$ cat config.mk
export PLATFORM = sky130hd
export DESIGN_NAME = ufc_core
export DESIGN_NICKNAME = d
export VERILOG_FILES = /design/src/rtl/ufc_pkg.sv /design/src/rtl/ufc_core.sv
export SDC_FILE = /design/constraint.sdc
export NUM_CORES = 1
export LEC_CHECK = 0
export BUFFER_PORTS_ARGS = -buffer_cell sky130_fd_sc_hd__buf_2
export CAP_MARGIN = 20
export CORE_ASPECT_RATIO = 1.4
export CORE_UTILIZATION = 35
export DETAILED_ROUTE_END_ITERATION = 6
export GPL_ROUTABILITY_DRIVEN = 0
export PLACE_DENSITY = 0.53
export SYNTH_ARGS = -nofsm -noshare
export SYNTH_HDL_FRONTEND = slang
export SYNTH_SLANG_ARGS = --single-unit
$ cat constraint.sdc
create_clock -name pclk -period 9.3 [get_ports pclk]
set_input_delay 1.86 -clock pclk [delete_from_list [all_inputs] [get_ports pclk]]
set_output_delay 1.86 -clock pclk [all_outputs]
set_load 0.05 [all_outputs]
$ cat src/rtl/ufc_pkg.sv
// Constants for the flow-controlled serial port core
package ufc_pkg;
	// ==========================================
	// Register byte offsets
	localparam logic [11:0] OFF_BEGIN_RX = 12'h000;
	localparam logic [11:0] OFF_HALT_RX = 12'h004;
	localparam logic [11:0] OFF_BEGIN_TX = 12'h008;
	localparam logic [11:0] OFF_HALT_TX = 12'h00c;
	localparam logic [11:0] OFF_SUSPEND = 12'h01c;
	localparam logic [11:0] OFF_EV_RXRDY = 12'h108;
	localparam logic [11:0] OFF_EV_TXRDY = 12'h11c;
	localparam logic [11:0] OFF_EV_ERROR = 12'h124;
	localparam logic [11:0] OFF_EV_RECEIVER_TIMEOUT_EVENT = 12'h144;
	localparam logic [11:0] OFF_ERRSRC = 12'h480;
	localparam logic [11:0] OFF_ENABLE = 12'h500;
	localparam logic [11:0] OFF_PIN_RTS = 12'h508;
	localparam logic [11:0] OFF_PIN_TXD = 12'h50c;
	localparam logic [11:0] OFF_PIN_CTS = 12'h510;
	localparam logic [11:0] OFF_PIN_RXD = 12'h514;
	localparam logic [11:0] OFF_RX_HOLD = 12'h518;
	localparam logic [11:0] OFF_TX_HOLD = 12'h51c;
	localparam logic [11:0] OFF_BAUD = 12'h524;
	localparam logic [11:0] OFF_CONFIG = 12'h56c;
	// ==========================================
	// Field positions and reset values
	localparam int PIN_DISC_BIT = 31;
	localparam logic [31:0] PIN_RESET = 32'hffffffff;
	localparam int CFG_FLOW_BIT = 0;
	localparam int CFG_PAR_BIT = 1;
	localparam int CFG_ODD_BIT = 2;
	localparam int ERR_OVERRUN_BIT = 0;
	localparam int ERR_PARITY_BIT = 1;
	localparam int ERR_FRAMING_BIT = 2;
	localparam int ERR_BREAK_BIT = 3;
	// ==========================================
	// Frame and buffer figures
	localparam int DATA_BITS = 8;
	localparam int FRAME_BITS = 10;
	localparam int FIFO_DEPTH = 6;
	localparam int RTS_ROOM = 4;
	localparam int RECEIVER_TIMEOUT_EVENT_FRAMES = 5;
	localparam int BIT_CYCLES = 868;
	typedef enum logic [1:0] {TX_IDLE, TX_SHIFT} ufc_tx_type;
	typedef enum logic [2:0] {RX_IDLE, RX_START, RX_DATA, RX_STOP, RX_BREAK, RX_HOLD} ufc_rx_type;
endpackage

$ cat src/rtl/ufc_core.sv
// Serial transceiver core with handshake lines, APB slave
//
// Added by the designer: the address map and register access over APB.
`timescale 1ns/10ps
module ufc_core #(
	parameter int BIT_CYCLES = ufc_pkg::BIT_CYCLES,
	parameter int FIFO_DEPTH = ufc_pkg::FIFO_DEPTH,
	parameter int RTS_ROOM = ufc_pkg::RTS_ROOM,
	parameter int RECEIVER_TIMEOUT_EVENT_FRAMES = ufc_pkg::RECEIVER_TIMEOUT_EVENT_FRAMES
) (
	input wire logic pclk,
	input wire logic presetn,
	input wire logic psel,
	input wire logic penable,
	input wire logic pwrite,
	input wire logic [11:0] paddr,
	input wire logic [31:0] pwdata,
	output logic [31:0] prdata,
	output logic pready,
	output logic pslverr,
	input wire logic rxd_in,
	input wire logic cts_n_in,
	output logic txd_out,
	output logic rts_n_out
);
	localparam int PW = $clog2(FIFO_DEPTH);
	localparam logic [PW:0] RTS_FILL = (PW + 1)'(FIFO_DEPTH - RTS_ROOM);

	generate
		if (FIFO_DEPTH <= RTS_ROOM || BIT_CYCLES < 4) begin : g_bad
			$error("ufc_core: unusable parameters");
		end
	endgenerate

	// Parity over a byte, odd sense when asked
	function automatic logic par_of(input logic [7:0] b, input logic odd);
		par_of = ^b ^ odd;
	endfunction

	// ==========================================
	// APB access
	logic wr, rd, en, flow, par_en, par_odd, tx_run, rx_run, txd_full, rxd_valid, rts_on, move;
	logic ev_rxrdy, ev_txrdy, ev_error, ev_receiver_timeout_event, tx_done, push, receiver_timeout_event_hit;
	logic [3:0] errsrc, err_set;
	logic [15:0] baud;
	logic [7:0] tx_hold, rx_hold, rx_byte;
	logic [31:0] pin_sel [4];
	logic [31:0] next_prdata;
	logic next_slverr;
	logic [PW:0] fifo_count;
	assign wr = psel & penable & pready & pwrite;
	assign rd = psel & penable & pready & ~pwrite;
	wire begin_receive_task = wr && paddr == ufc_pkg::OFF_BEGIN_RX && pwdata[0];
	wire halt_receive_task = wr && paddr == ufc_pkg::OFF_HALT_RX && pwdata[0];
	wire begin_transmit_task = wr && paddr == ufc_pkg::OFF_BEGIN_TX && pwdata[0];
	wire halt_transmit_task = wr && paddr == ufc_pkg::OFF_HALT_TX && pwdata[0];
	wire suspend_task = wr && paddr == ufc_pkg::OFF_SUSPEND && pwdata[0];

	// Zero-wait answer in the access phase
	always_ff @(posedge pclk or negedge presetn) begin
		if (!presetn) begin
			pready <= 1'b0;
			prdata <= 32'h00000000;
			pslverr <= 1'b0;
		end else begin
			pready <= psel & ~penable & ~pready;
			prdata <= next_prdata;
			pslverr <= next_slverr;
		end
	end

	// Read mux; unmapped answers with an error
	always_comb begin
		next_prdata = 32'h00000000;
		next_slverr = 1'b0;
		unique case (paddr)
			ufc_pkg::OFF_BEGIN_RX, ufc_pkg::OFF_HALT_RX, ufc_pkg::OFF_BEGIN_TX,
			ufc_pkg::OFF_HALT_TX, ufc_pkg::OFF_SUSPEND: next_prdata = 32'h00000000;
			ufc_pkg::OFF_EV_RXRDY: next_prdata = {31'h0, ev_rxrdy};
			ufc_pkg::OFF_EV_TXRDY: next_prdata = {31'h0, ev_txrdy};
			ufc_pkg::OFF_EV_ERROR: next_prdata = {31'h0, ev_error};
			ufc_pkg::OFF_EV_RECEIVER_TIMEOUT_EVENT: next_prdata = {31'h0, ev_receiver_timeout_event};
			ufc_pkg::OFF_ERRSRC: next_prdata = {28'h0, errsrc};
			ufc_pkg::OFF_ENABLE: next_prdata = {31'h0, en};
			ufc_pkg::OFF_PIN_RTS: next_prdata = pin_sel[0];
			ufc_pkg::OFF_PIN_TXD: next_prdata = pin_sel[1];
			ufc_pkg::OFF_PIN_CTS: next_prdata = pin_sel[2];
			ufc_pkg::OFF_PIN_RXD: next_prdata = pin_sel[3];
			ufc_pkg::OFF_RX_HOLD: next_prdata = {24'h0, rx_hold};
			ufc_pkg::OFF_TX_HOLD: next_prdata = {24'h0, tx_hold};
			ufc_pkg::OFF_BAUD: next_prdata = {16'h0, baud};
			ufc_pkg::OFF_CONFIG: next_prdata = {29'h0, par_odd, par_en, flow};
			default: next_slverr = psel & ~penable;
		endcase
	end

	// Configuration registers
	always_ff @(posedge pclk or negedge presetn) begin
		if (!presetn) begin
			en <= 1'b0;
			flow <= 1'b0;
			par_en <= 1'b0;
			par_odd <= 1'b0;
			baud <= 16'(BIT_CYCLES);
			for (int i = 0; i < 4; i++) pin_sel[i] <= ufc_pkg::PIN_RESET;
		end else if (wr) begin
			if (paddr == ufc_pkg::OFF_ENABLE) en <= pwdata[0];
			if (paddr == ufc_pkg::OFF_BAUD && pwdata[15:0] > 16'h0003) baud <= pwdata[15:0];
			if (paddr == ufc_pkg::OFF_CONFIG) begin
				flow <= pwdata[ufc_pkg::CFG_FLOW_BIT];
				par_en <= pwdata[ufc_pkg::CFG_PAR_BIT];
				par_odd <= pwdata[ufc_pkg::CFG_ODD_BIT];
			end
			if (paddr == ufc_pkg::OFF_PIN_RTS) pin_sel[0] <= pwdata;
			if (paddr == ufc_pkg::OFF_PIN_TXD) pin_sel[1] <= pwdata;
			if (paddr == ufc_pkg::OFF_PIN_CTS) pin_sel[2] <= pwdata;
			if (paddr == ufc_pkg::OFF_PIN_RXD) pin_sel[3] <= pwdata;
		end
	end

	// Sticky events: hardware set wins over a software write of zero
	always_ff @(posedge pclk or negedge presetn) begin
		if (!presetn) begin
			ev_rxrdy <= 1'b0;
			ev_txrdy <= 1'b0;
			ev_error <= 1'b0;
			ev_receiver_timeout_event <= 1'b0;
			errsrc <= 4'h0;
		end else begin
			ev_rxrdy <= move | (ev_rxrdy & ~(wr && paddr == ufc_pkg::OFF_EV_RXRDY && !pwdata[0]));
			ev_txrdy <= tx_done | (ev_txrdy & ~(wr && paddr == ufc_pkg::OFF_EV_TXRDY && !pwdata[0]));
			ev_error <= (|err_set) | (ev_error & ~(wr && paddr == ufc_pkg::OFF_EV_ERROR && !pwdata[0]));
			ev_receiver_timeout_event <= receiver_timeout_event_hit | (ev_receiver_timeout_event & ~(wr && paddr == ufc_pkg::OFF_EV_RECEIVER_TIMEOUT_EVENT && !pwdata[0]));
			errsrc <= err_set | (errsrc & ~((wr && paddr == ufc_pkg::OFF_ERRSRC) ? pwdata[3:0] : 4'h0));
		end
	end

	// ==========================================
	// Pins
	wire rxd_eff = (en && !pin_sel[3][ufc_pkg::PIN_DISC_BIT]) ? rxd_in : 1'b1;
	wire cts_ok = !flow || (en && !pin_sel[2][ufc_pkg::PIN_DISC_BIT] && !cts_n_in);
	logic tx_line;
	always_ff @(posedge pclk or negedge presetn) begin
		if (!presetn) begin
			txd_out <= 1'b1;
			rts_n_out <= 1'b1;
		end else begin
			txd_out <= (en && !pin_sel[1][ufc_pkg::PIN_DISC_BIT]) ? tx_line : 1'b1;
			rts_n_out <= (en && !pin_sel[0][ufc_pkg::PIN_DISC_BIT]) ? !(rts_on || !flow) : 1'b1;
		end
	end

	// ==========================================
	// Transmitter
	ufc_pkg::ufc_tx_type tx_state;
	logic [10:0] tx_sh;
	logic [3:0] tx_bits;
	logic [15:0] tx_div;
	assign tx_done = tx_state == ufc_pkg::TX_SHIFT && tx_div == 16'h0001 && tx_bits == 4'h1;

	// Run flag: begin task sets, halt or suspend clears
	always_ff @(posedge pclk or negedge presetn) begin
		if (!presetn) tx_run <= 1'b0;
		else if (halt_transmit_task || suspend_task) tx_run <= 1'b0;
		else if (begin_transmit_task) tx_run <= 1'b1;
	end

	// Holding register full flag
	always_ff @(posedge pclk or negedge presetn) begin
		if (!presetn) begin
			txd_full <= 1'b0;
			tx_hold <= 8'h00;
		end else if (wr && paddr == ufc_pkg::OFF_TX_HOLD) begin
			txd_full <= 1'b1;
			tx_hold <= pwdata[7:0];
		end else if (tx_state == ufc_pkg::TX_IDLE && tx_run && txd_full && cts_ok && en
			&& !halt_transmit_task) begin
			txd_full <= 1'b0; // Same condition as shifter launch, so no byte is lost
		end
	end

	// Shifter; CTS checked only between frames so a byte completes unless halted
	always_ff @(posedge pclk or negedge presetn) begin
		if (!presetn) begin
			tx_state <= ufc_pkg::TX_IDLE;
			tx_sh <= 11'h7ff;
			tx_bits <= 4'h0;
			tx_div <= 16'h0000;
			tx_line <= 1'b1;
		end else if (halt_transmit_task) begin
			tx_state <= ufc_pkg::TX_IDLE;
			tx_line <= 1'b1;
		end else unique case (tx_state)
			ufc_pkg::TX_IDLE: begin
				tx_line <= 1'b1;
				if (tx_run && txd_full && cts_ok && en) begin
					tx_state <= ufc_pkg::TX_SHIFT;
					tx_sh <= par_en ? {1'b1, par_of(tx_hold, par_odd), tx_hold, 1'b0}
						: {2'b11, tx_hold, 1'b0};
					tx_bits <= par_en ? 4'(ufc_pkg::FRAME_BITS + 1) : 4'(ufc_pkg::FRAME_BITS);
					tx_div <= 16'h0000;
				end
			end
			ufc_pkg::TX_SHIFT: begin
				if (tx_div <= 16'h0001) begin
					if (tx_div == 16'h0001 && tx_bits == 4'h1) begin
						tx_state <= ufc_pkg::TX_IDLE;
						tx_line <= 1'b1;
					end else begin
						tx_line <= tx_sh[0];
						tx_sh <= {1'b1, tx_sh[10:1]};
						tx_div <= baud;
						if (tx_div == 16'h0001) tx_bits <= tx_bits - 4'h1;
					end
				end else tx_div <= tx_div - 16'h0001;
			end
			default: tx_state <= ufc_pkg::TX_IDLE;
		endcase
	end

	// ==========================================
	// Receiver
	ufc_pkg::ufc_rx_type rx_state;
	logic [31:0] receiver_timeout_event_cnt, rx_div;
	logic [3:0] rx_bits;
	logic [8:0] rx_sh;
	wire listen = rx_run || receiver_timeout_event_cnt != 32'h0;
	wire [3:0] rx_need = par_en ? 4'(ufc_pkg::DATA_BITS + 1) : 4'(ufc_pkg::DATA_BITS);
	assign receiver_timeout_event_hit = !rx_run && receiver_timeout_event_cnt == 32'h1;

	// Run flag and extended window after halt or suspend
	always_ff @(posedge pclk or negedge presetn) begin
		if (!presetn) begin
			rx_run <= 1'b0;
			receiver_timeout_event_cnt <= 32'h0;
		end else if (halt_receive_task || suspend_task) begin
			rx_run <= 1'b0;
			if (rx_run) receiver_timeout_event_cnt <= 32'(baud) * 32'(ufc_pkg::FRAME_BITS + 1) * 32'(RECEIVER_TIMEOUT_EVENT_FRAMES);
		end else if (begin_receive_task) begin
			rx_run <= 1'b1;
			receiver_timeout_event_cnt <= 32'h0;
		end else if (receiver_timeout_event_cnt != 32'h0) receiver_timeout_event_cnt <= receiver_timeout_event_cnt - 32'h1;
	end

	// Frame sampler with framing and break detection
	always_ff @(posedge pclk or negedge presetn) begin
		if (!presetn) begin
			rx_state <= ufc_pkg::RX_IDLE;
			rx_div <= 32'h0;
			rx_bits <= 4'h0;
			rx_sh <= 9'h000;
		end else begin
			if (rx_div != 32'h0) rx_div <= rx_div - 32'h1;
			unique case (rx_state)
				ufc_pkg::RX_IDLE: if (listen && en && !rxd_eff) begin
					rx_state <= ufc_pkg::RX_START;
					rx_div <= 32'(baud >> 1);
				end
				ufc_pkg::RX_START: if (rx_div == 32'h0) begin
					rx_state <= rxd_eff ? ufc_pkg::RX_IDLE : ufc_pkg::RX_DATA;
					rx_div <= 32'(baud) - 32'h1; // Zero cycle ends the bit
					rx_bits <= 4'h0;
				end
				ufc_pkg::RX_DATA: if (rx_div == 32'h0) begin
					rx_sh <= par_en ? {rxd_eff, rx_sh[8:1]} : {1'b0, rxd_eff, rx_sh[7:1]};
					rx_bits <= rx_bits + 4'h1;
					rx_div <= 32'(baud) - 32'h1; // Keeps sampling at bit centres
					if (rx_bits + 4'h1 == rx_need) rx_state <= ufc_pkg::RX_STOP;
				end
				ufc_pkg::RX_STOP: if (rx_div == 32'h0) begin
					rx_state <= rxd_eff ? ufc_pkg::RX_IDLE : ufc_pkg::RX_BREAK;
					rx_div <= 32'(baud) * 32'(ufc_pkg::FRAME_BITS + 1);
				end
				ufc_pkg::RX_BREAK: if (rxd_eff) rx_state <= ufc_pkg::RX_IDLE;
					else if (rx_div == 32'h0) rx_state <= ufc_pkg::RX_HOLD;
				ufc_pkg::RX_HOLD: if (rxd_eff) rx_state <= ufc_pkg::RX_IDLE;
				default: rx_state <= ufc_pkg::RX_IDLE;
			endcase
		end
	end

	// Byte, parity and error strobes from the sampler
	assign rx_byte = rx_sh[7:0];
	assign push = rx_state == ufc_pkg::RX_STOP && rx_div == 32'h0 && rxd_eff;
	assign err_set[ufc_pkg::ERR_FRAMING_BIT] = rx_state == ufc_pkg::RX_STOP && rx_div == 32'h0 && !rxd_eff;
	assign err_set[ufc_pkg::ERR_BREAK_BIT] = rx_state == ufc_pkg::RX_BREAK && !rxd_eff && rx_div == 32'h0;
	assign err_set[ufc_pkg::ERR_PARITY_BIT] = push && par_en && (par_of(rx_sh[7:0], par_odd) != rx_sh[8]);
	assign err_set[ufc_pkg::ERR_OVERRUN_BIT] = push && !move && fifo_count == (PW + 1)'(FIFO_DEPTH);

	// ==========================================
	// Receive FIFO and holding register
	logic [7:0] fifo_mem [FIFO_DEPTH];
	logic [PW-1:0] wr_ptr, rd_ptr;
	wire full_drop = err_set[ufc_pkg::ERR_OVERRUN_BIT];
	assign move = !rxd_valid && fifo_count != '0;
	function automatic logic [PW-1:0] ptr_inc(input logic [PW-1:0] p);
		ptr_inc = (p == (PW)'(FIFO_DEPTH - 1)) ? '0 : p + (PW)'(1);
	endfunction

	// Full FIFO drops its oldest entry so the receiver never stalls
	always_ff @(posedge pclk or negedge presetn) begin
		if (!presetn) begin
			wr_ptr <= '0;
			rd_ptr <= '0;
			fifo_count <= '0;
		end else begin
			if (push) wr_ptr <= ptr_inc(wr_ptr);
			if (move || full_drop) rd_ptr <= ptr_inc(rd_ptr);
			if (push && !move && !full_drop) fifo_count <= fifo_count + 1'b1;
			else if (move && !push) fifo_count <= fifo_count - 1'b1;
		end
	end

	// Storage array
	always_ff @(posedge pclk) begin
		if (push) fifo_mem[wr_ptr] <= rx_byte;
	end

	// Holding register loads whenever it is empty
	always_ff @(posedge pclk or negedge presetn) begin
		if (!presetn) begin
			rxd_valid <= 1'b0;
			rx_hold <= 8'h00;
		end else if (move) begin
			rxd_valid <= 1'b1;
			rx_hold <= fifo_mem[rd_ptr];
		end else if (rd && paddr == ufc_pkg::OFF_RX_HOLD) rxd_valid <= 1'b0;
	end

	// RTS: off when room shrinks to four or receiver halts, on only when empty
	always_ff @(posedge pclk or negedge presetn) begin
		if (!presetn) rts_on <= 1'b0;
		else if (!rx_run || halt_receive_task || suspend_task) rts_on <= 1'b0;
		else if (fifo_count >= RTS_FILL) rts_on <= 1'b0;
		else if (fifo_count == '0) rts_on <= 1'b1;
	end

	// ==========================================
	// Checks
	wire tx_busy = tx_state != ufc_pkg::TX_IDLE;
	property p_tx_start; @(posedge pclk) disable iff (!presetn)
		$rose(tx_busy) |-> $past(tx_run) && $past(txd_full); endproperty
	a_tx_start: assert property (p_tx_start) else $error("tx frame without run");
	property p_tx_halt; @(posedge pclk) disable iff (!presetn)
		halt_transmit_task |=> !tx_busy ##1 txd_out; endproperty
	a_tx_halt: assert property (p_tx_halt) else $error("tx not halted");
	property p_tx_event; @(posedge pclk) disable iff (!presetn)
		$rose(ev_txrdy) |-> $past(tx_busy) && !tx_busy; endproperty
	a_tx_event: assert property (p_tx_event) else $error("tx ready off frame end");
	property p_tx_cts; @(posedge pclk) disable iff (!presetn)
		$rose(tx_busy) && flow |-> $past(cts_ok); endproperty
	a_tx_cts: assert property (p_tx_cts) else $error("frame started with CTS off");
	property p_tx_susp; @(posedge pclk) disable iff (!presetn)
		suspend_task && tx_busy && !tx_done && !halt_transmit_task |=> tx_busy; endproperty
	a_tx_susp: assert property (p_tx_susp) else $error("suspend cut frame");
	property p_fifo_cap; @(posedge pclk) disable iff (!presetn)
		push && fifo_count == (PW + 1)'(FIFO_DEPTH) && !move |=> fifo_count == $past(fifo_count); endproperty
	a_fifo_cap: assert property (p_fifo_cap) else $error("fifo overflow count");
	property p_rx_move; @(posedge pclk) disable iff (!presetn)
		move |=> rxd_valid && ev_rxrdy; endproperty
	a_rx_move: assert property (p_rx_move) else $error("move without event");
	property p_rts_off; @(posedge pclk) disable iff (!presetn)
		fifo_count >= RTS_FILL |=> !rts_on ##1 (rts_n_out || !flow || !en); endproperty
	a_rts_off: assert property (p_rts_off) else $error("RTS still on");
	property p_rts_on; @(posedge pclk) disable iff (!presetn)
		$rose(rts_on) |-> $past(fifo_count) == '0; endproperty
	a_rts_on: assert property (p_rts_on) else $error("RTS on with data");
	property p_rx_halt; @(posedge pclk) disable iff (!presetn)
		halt_receive_task || suspend_task |=> !rts_on && !rx_run; endproperty
	a_rx_halt: assert property (p_rx_halt) else $error("halt left RTS on");
	property p_receiver_timeout_event; @(posedge pclk) disable iff (!presetn)
		$rose(ev_receiver_timeout_event) |-> $past(receiver_timeout_event_cnt) == 32'h1 && !listen; endproperty
	a_receiver_timeout_event: assert property (p_receiver_timeout_event) else $error("timeout off window end");
	property p_break; @(posedge pclk) disable iff (!presetn)
		err_set[ufc_pkg::ERR_BREAK_BIT] |-> errsrc[ufc_pkg::ERR_FRAMING_BIT] || ev_error; endproperty
	a_break: assert property (p_break) else $error("break before framing");
	property p_pin_off; @(posedge pclk) disable iff (!presetn)
		!en |=> txd_out && rts_n_out; endproperty
	a_pin_off: assert property (p_pin_off) else $error("pin driven while off");
endmodule

; ---- Word level (Yosys, flattened, before mapping)
; Memory sizes are Yosys's and may differ from the RTL's. A register that Yosys moved wholly into a read port is not among the register bits.
; Index checks and enable logic that the tools add are counted.
[totals]
regBits = 329
ram_bits = 48
in_bits = 51
out_inout_bits = 36
wordCells = 317
mem_count = 1
[classes]
n_addsub = 10
n_mul = 2
order_cmp = 3
n_eq_ne = 48
n_mux = 72
bitwise = 27
reduce_logical = 116
[mem_list]
columns = memory, words, word_bits, read_ports, rd_ports_with_merged_regs, write_ports, line
row1 = fifo_mem, 6, 8, 1, 1, 1, ufc_core.sv:292  ; logic [7:0] fifo_mem [FIFO_DEPTH];
[ops]
columns = operator, count
row1 = $pmux 32 s14, 1
row2 = $mux 32, 8
row3 = $eq 12x11->1 const B, 10
row4 = $pmux 32 s3, 1
row5 = $reduce_bool 32->1, 2
row6 = $sub 32x1->32 const B, 2
row7 = $logic_and 1x1->1, 53
row8 = $eq 12x9->1 const B, 4
row9 = $mux 16, 3
row10 = $mux 4, 9
row11 = $mux 11, 3
row12 = $mux 3, 11
row13 = $eq 32x1->1 const B, 1
row14 = $logic_not 32->1, 1
row15 = $pmux 16 s2, 1
row16 = $eq 12x4->1 const B, 2
row17 = $mul 20x3->23 const B, 1
row18 = $mux 1, 22
row19 = $pmux 11 s2, 1
row20 = $mul 16x4->20 const B, 1
row21 = $reduce_and 2->1, 10
row22 = $reduce_or 19->1, 1
row23 = $pmux 3 s6, 1
row24 = $sub 16x1->17 const B, 1
row25 = 52 further kinds, 128

; ---- Depth between registers and ports, before layout
[logic_depth]
word_depth = 9
mapped_depth = 23
depth_no_buf = 23

; ---- Worst setup path before layout
; No wires, ideal clock.
[synth_path]
path_kind = reg2reg
startpoint = register baud[2]
endpoint = register receiver_timeout_event_cnt[20]
setup_time_ns = 0.069
arrival_ns = 4.835
t_required_ns = 9.231
setup_slack_ns = 4.396
path_stages_with_launch = 23
n_path_buf = 0
synth_period_minus_slack_ns = 4.904
path_cell_list = dfstp_2 ha_1 inv_1 fa_1 inv_1 ha_1 or4_1 a21oi_1 nor2_1 a21o_1 a21oi_1 xor2_1 inv_1 ha_1 ha_1 nand2_1 nand2b_1 a21oi_1 o21a_1 o21ai_0 a211oi_1 or4b_2 nand3_1
[synth_via]
elab_chain_len = 4
[synth_lines]
columns = element, line
row1 = from (decl), ufc_core.sv:45  ; logic [15:0] baud;
row2 = from (signal assigned), ufc_core.sv:104  ; baud <= 16'(BIT_CYCLES);
row3 = from (signal assigned), ufc_core.sv:108  ; if (paddr == ufc_pkg::OFF_BAUD && pwdata[15:0] > 16'h0003) baud <= pwdata[15:0];
row4 = $mul 16x4->20, ufc_core.sv:238  ; if (rx_run) receiver_timeout_event_cnt <= 32'(baud) * 32'(ufc_pkg::FRAME_BITS + 1) * 32'(RECEIVER_TIMEOUT_EVEN ...
row5 = $mul 20x3->23, ufc_core.sv:238
row6 = $mux 32, ufc_core.sv:238
row7 = $mux 32, ufc_core.sv:236  ; end else if (halt_receive_task || suspend_task) begin
row8 = to (signal assigned), ufc_core.sv:238
row9 = to (signal assigned), ufc_core.sv:242  ; end else if (receiver_timeout_event_cnt != 32'h0) receiver_timeout_event_cnt <= receiver_timeout_event_cnt - 3 ...
row10 = to (decl), ufc_core.sv:224  ; logic [31:0] receiver_timeout_event_cnt, rx_div;
; No other way between the ends. The select of a mux whose other input is x is not followed.
; A chain may end at the register's enable or synchronous reset.

; ---- Final worst setup path
[layout_path]
startpoint = register baud[3]
endpoint = register receiver_timeout_event_cnt[20]
; The elaborated chain is that of the path after synthesis.

==> flow_summary.ini <==
[worst_setup_path]
required_ns = 9.83
crit_fanout = 11
max_stage_delay_ns = 0.62
worstReg2RegStart = baud[3]$_DFFE_PN0P_
startpoint_type = flop
reg2reg_depth = 22
r2r-end = receiver_timeout_event_cnt[20]$_DFFE_PN0P_
cp_slowest_cell = or4b_2
criticalPathCategory = reg -> reg
r2r_slack_ns = 3.75
crit_top_cell = ha_1
path_cells = ha_1, inv_1, fa_1, inv_1, ha_1, or4_1, a21oi_1, nor2_1, a21o_1, a21oi_1, xor2_1, inv_1, ha_1, ha_1, nand2_1, nand2b_1, a21oi_1, o21a_1, o21ai_0, a211oi_1, or4b_2, nand3_1
crit_arrival_ns = 6.08
cp-end-kind = flop

[floorplanning]
fp.dieW_um = 208
die_area_um2 = 60100
core_um2 = 58600
die_h_um = 290
io_pins = 87
initial_core_util_pct = 35.3
rows = 105

[worst_hold_path]
hp-start = errsrc[0]$_DFF_PN0_
holdPathEnd = errsrc[0]$_DFF_PN0_
whs_path_depth = 2
hp-class = reg -> reg

[placement]
numPortBuffers = 86
numPlacedInstances = 2714
dp.final_hpwl_mm = 40.2

[timing]
worst_slew_pin_slew_ns = 1.05
fmax_mhz = 180
min_period_ns = 5.55
hold_viol = 0
setup_viol = 0
tns_ns = 0
rsz0062_at_grt = no
final_max_slew_viol_count = 0
maxSlewHeadroom_pct = 29.5
fin_crit_sh_pct = 59.7
fin_skew_ns = 0.0362

[pwr]
p_clk_share_pct = 46.7
p_per_area_nw_per_um2 = 158
irDropWorstVdd_uv = 129
power.total_mw = 3.71
seqPwrFrac_pct = 48.2
sw_frac_of_total_pct = 24.5
internal_power_mw = 2.80
p_comb_share_pct = 5.2
p_switching_mw = 0.909
p_leak_nw = 10.4

[global_route]
grt_antenna_before_repair = 5
grtUsageTotal_pct = 19.3
grt_max_degree = 169
grt_pass1_vias = 15745
grt_pass1_wl_mm = 90.4
globalRouteOverflowTotal = 0

[yosys]
synth_top_area_share_pct = 22.8
synth_edf_count = 48
synth_area_leaders = dfrtp_1, dfstp_2, mux2_2, edfxtp_1, ha_1
seq_area_frac_synth_pct = 48.3
syn_nets = 2090
ys.flop_type = dfrtp_1
synth_area_per_cell_um2 = 10.7
synth_top_area_cell = dfrtp_1
synth_common_cells = dfrtp_1, nand2_1, mux2_2
synthArstFlopShare_pct = 87.5
ys_types = 87
synthesis.instances = 1943
yosys_warnings = 0
netlist_area_um2 = 20700
ys_ff_latch = 383
synth.most_common_cell = dfrtp_1

[cts]
postCtsResizedCells = 0
clkTransAtPathRegs_ns = 0.06
cts_hold_buf = 0
cts_sinks = 383
cts_tree = yes
cts_setup_buffers = 0
ctsRootBufferMaster = clkbuf_16
cts_buffers = 42
clk_path_buf_depth = 3
htree_levels = 2
clk_latency_ns = 0.60

[finish]
ff_latch_area_um2 = 10000
fin_cells = 2794
fillers = 5728
syn_to_final_growth_pct = 13.2
nets = 2157
final_util_pct = 40.0
multi_input_area_um2 = 10100
drive_gt1_share_pct = 25.4

[drt]
routed_wirelength_mm = 58.0
post_drt_wl_per_cell_um = 20.8
vias_per_cell = 5.51
drc_errors = 0
vias = 15387
drtIter0Drc = 995
drtPass1Iterations = 5
ant_nets = 0

[status]
status = complete, no violations

[job]
max_cap_viol_count = 0
==> worst max-delay path, delay by kind of cell (launching register included) <==
| family | cells | cell delay [ns] |
|---|---|---|
| AO/OA/AOI/OAI | 7 | 1.13 |
| XOR/XNOR | 1 | 0.40 |
| adder cells (fa/ha/maj) | 5 | 1.69 |
| buffers and inverters | 3 | 0.18 |
| flip-flops | 1 | 0.53 |
| AND/OR/NAND/NOR | 6 | 1.59 |
==> worst max path at each step <==
stage / to / slack, ns / start
finish: receiver_timeout_event_cnt[20]$_DFFE_PN0P_ / 3.75 / baud[3]$_DFFE_PN0P_
detailed placement: receiver_timeout_event_cnt[20]$_DFFE_PN0P_ / 3.71 / baud[3]$_DFFE_PN0P_
CTS: receiver_timeout_event_cnt[20]$_DFFE_PN0P_ / 3.72 / baud[3]$_DFFE_PN0P_
floorplan: receiver_timeout_event_cnt[20]$_DFFE_PN0P_ / 4.40 / baud[2]$_DFFE_PN1P_
global placement: receiver_timeout_event_cnt[20]$_DFFE_PN0P_ / 3.84 / baud[3]$_DFFE_PN0P_
global route: receiver_timeout_event_cnt[21]$_DFFE_PN0P_ / 3.40 / baud[3]$_DFFE_PN0P_
==> per-stage QoR <==
step,hold WS (ns),cell area [um^2],worst slack [ns]
4_1_cts,0.473,23400,3.72
3_3_place_gp,0.454,22000,3.84
3_5_place_dp,0.460,22000,3.71
6_report,0.473,23400,3.75
5_1_grt,0.500,23400,3.40
2_1_floorplan,0.437,20700,4.40
==> per-layer routing <==
metal | GRT usage [%] | routed length, um | part of all wire, %
met1 | 22.2 | 23200 | 40
met2 | 34.9 | 29700 | 51
met3 | 3.20 | 2730 | 4.7
met4 | 9.22 | 2390 | 4.1
met5 | 0 | 12 | 0.021
==> state kept, by name (all words and copies together), names as in the netlist, 3 cells and up <==
signal	cells
rx_hold	8
errsrc	4
receiver_timeout_event_cnt	32
rx_state	3
tx_div	16
tx_sh	10
tx_bits	4
tx_hold	8
rd_ptr	3
wr_ptr	3
baud	16
pin_sel	128
fifo_count	4
prdata	32
rx_sh	9
rx_bits	4
rx_div	32
fifo_mem	48
==> cell families after synthesis <==
| logic type | after synthesis | share of synthesized area (%) |
|---|---|---|
| and+or+nand+nor | 576 | 13.5 |
| AOI/OAI and AO/OA | 428 | 13.5 |
| DFF | 383 | 48.3 |
| xor gates and xnor gates | 111 | 4.70 |
| muxes | 189 | 10.6 |
| buffers and inverters | 160 | 3.00 |
| adders and majority gates | 96 | 6.35 |
==> layout by cell type, fill, tap and decap left out, types with 8 or more instances in the layout <==
cell type / instances
mux2_2: 157
o21ai_0: 116
dfstp_2: 146
nor2_1: 149
buf_4: 21
a31oi_1: 15
a22oi_1: 63
inv_1: 73
a21o_1: 20
nand3_1: 35
xor2_1: 38
a222oi_1: 15
nor2b_1: 9
mux2i_1: 21
mux4_2: 8
nand2b_1: 18
a211oi_1: 10
or3_1: 15
edfxtp_1: 48
and3_1: 10
dfrtp_1: 189
buf_2: 85
ha_1: 81
xnor2_1: 73
clkbuf_16: 42
nor4_1: 32
clkbuf_8: 12
a221oi_1: 12
nand4_1: 14
fa_1: 15
nand2_1: 184
a22o_1: 11
nor3_1: 47
a21oi_1: 89
or4_1: 8
clkbuf_1: 10
==> final cells by class <==
| cell class | count | share of cell area [%] |
|---|---|---|
| Timing Repair Buffer | 110 | 2.81 |
| Tap cell | 749 | 4.00 |
| Inverter | 73 | 1.17 |
| Antenna cell | 2 | 0.0214 |
| Clock inverter | 12 | 0.683 |
| Sequential cell | 383 | 42.7 |
| Clock buffer | 65 | 5.38 |
| Multi-Input combinational cell | 1400 | 43.2 |
==> power groups by stage <==
stage / Sequential, mW / Combinational, mW / Clock, mW
after global placement: 1.81 / 0.190 / 0
after detailed placement: 1.81 / 0.193 / 0
after floorplan: 1.79 / 0.118 / 0
after global routing: 1.79 / 0.217 / 1.83
after CTS: 1.79 / 0.194 / 1.77
final: 1.79 / 0.191 / 1.73
Note: power is estimated with default switching activity, not from simulation.
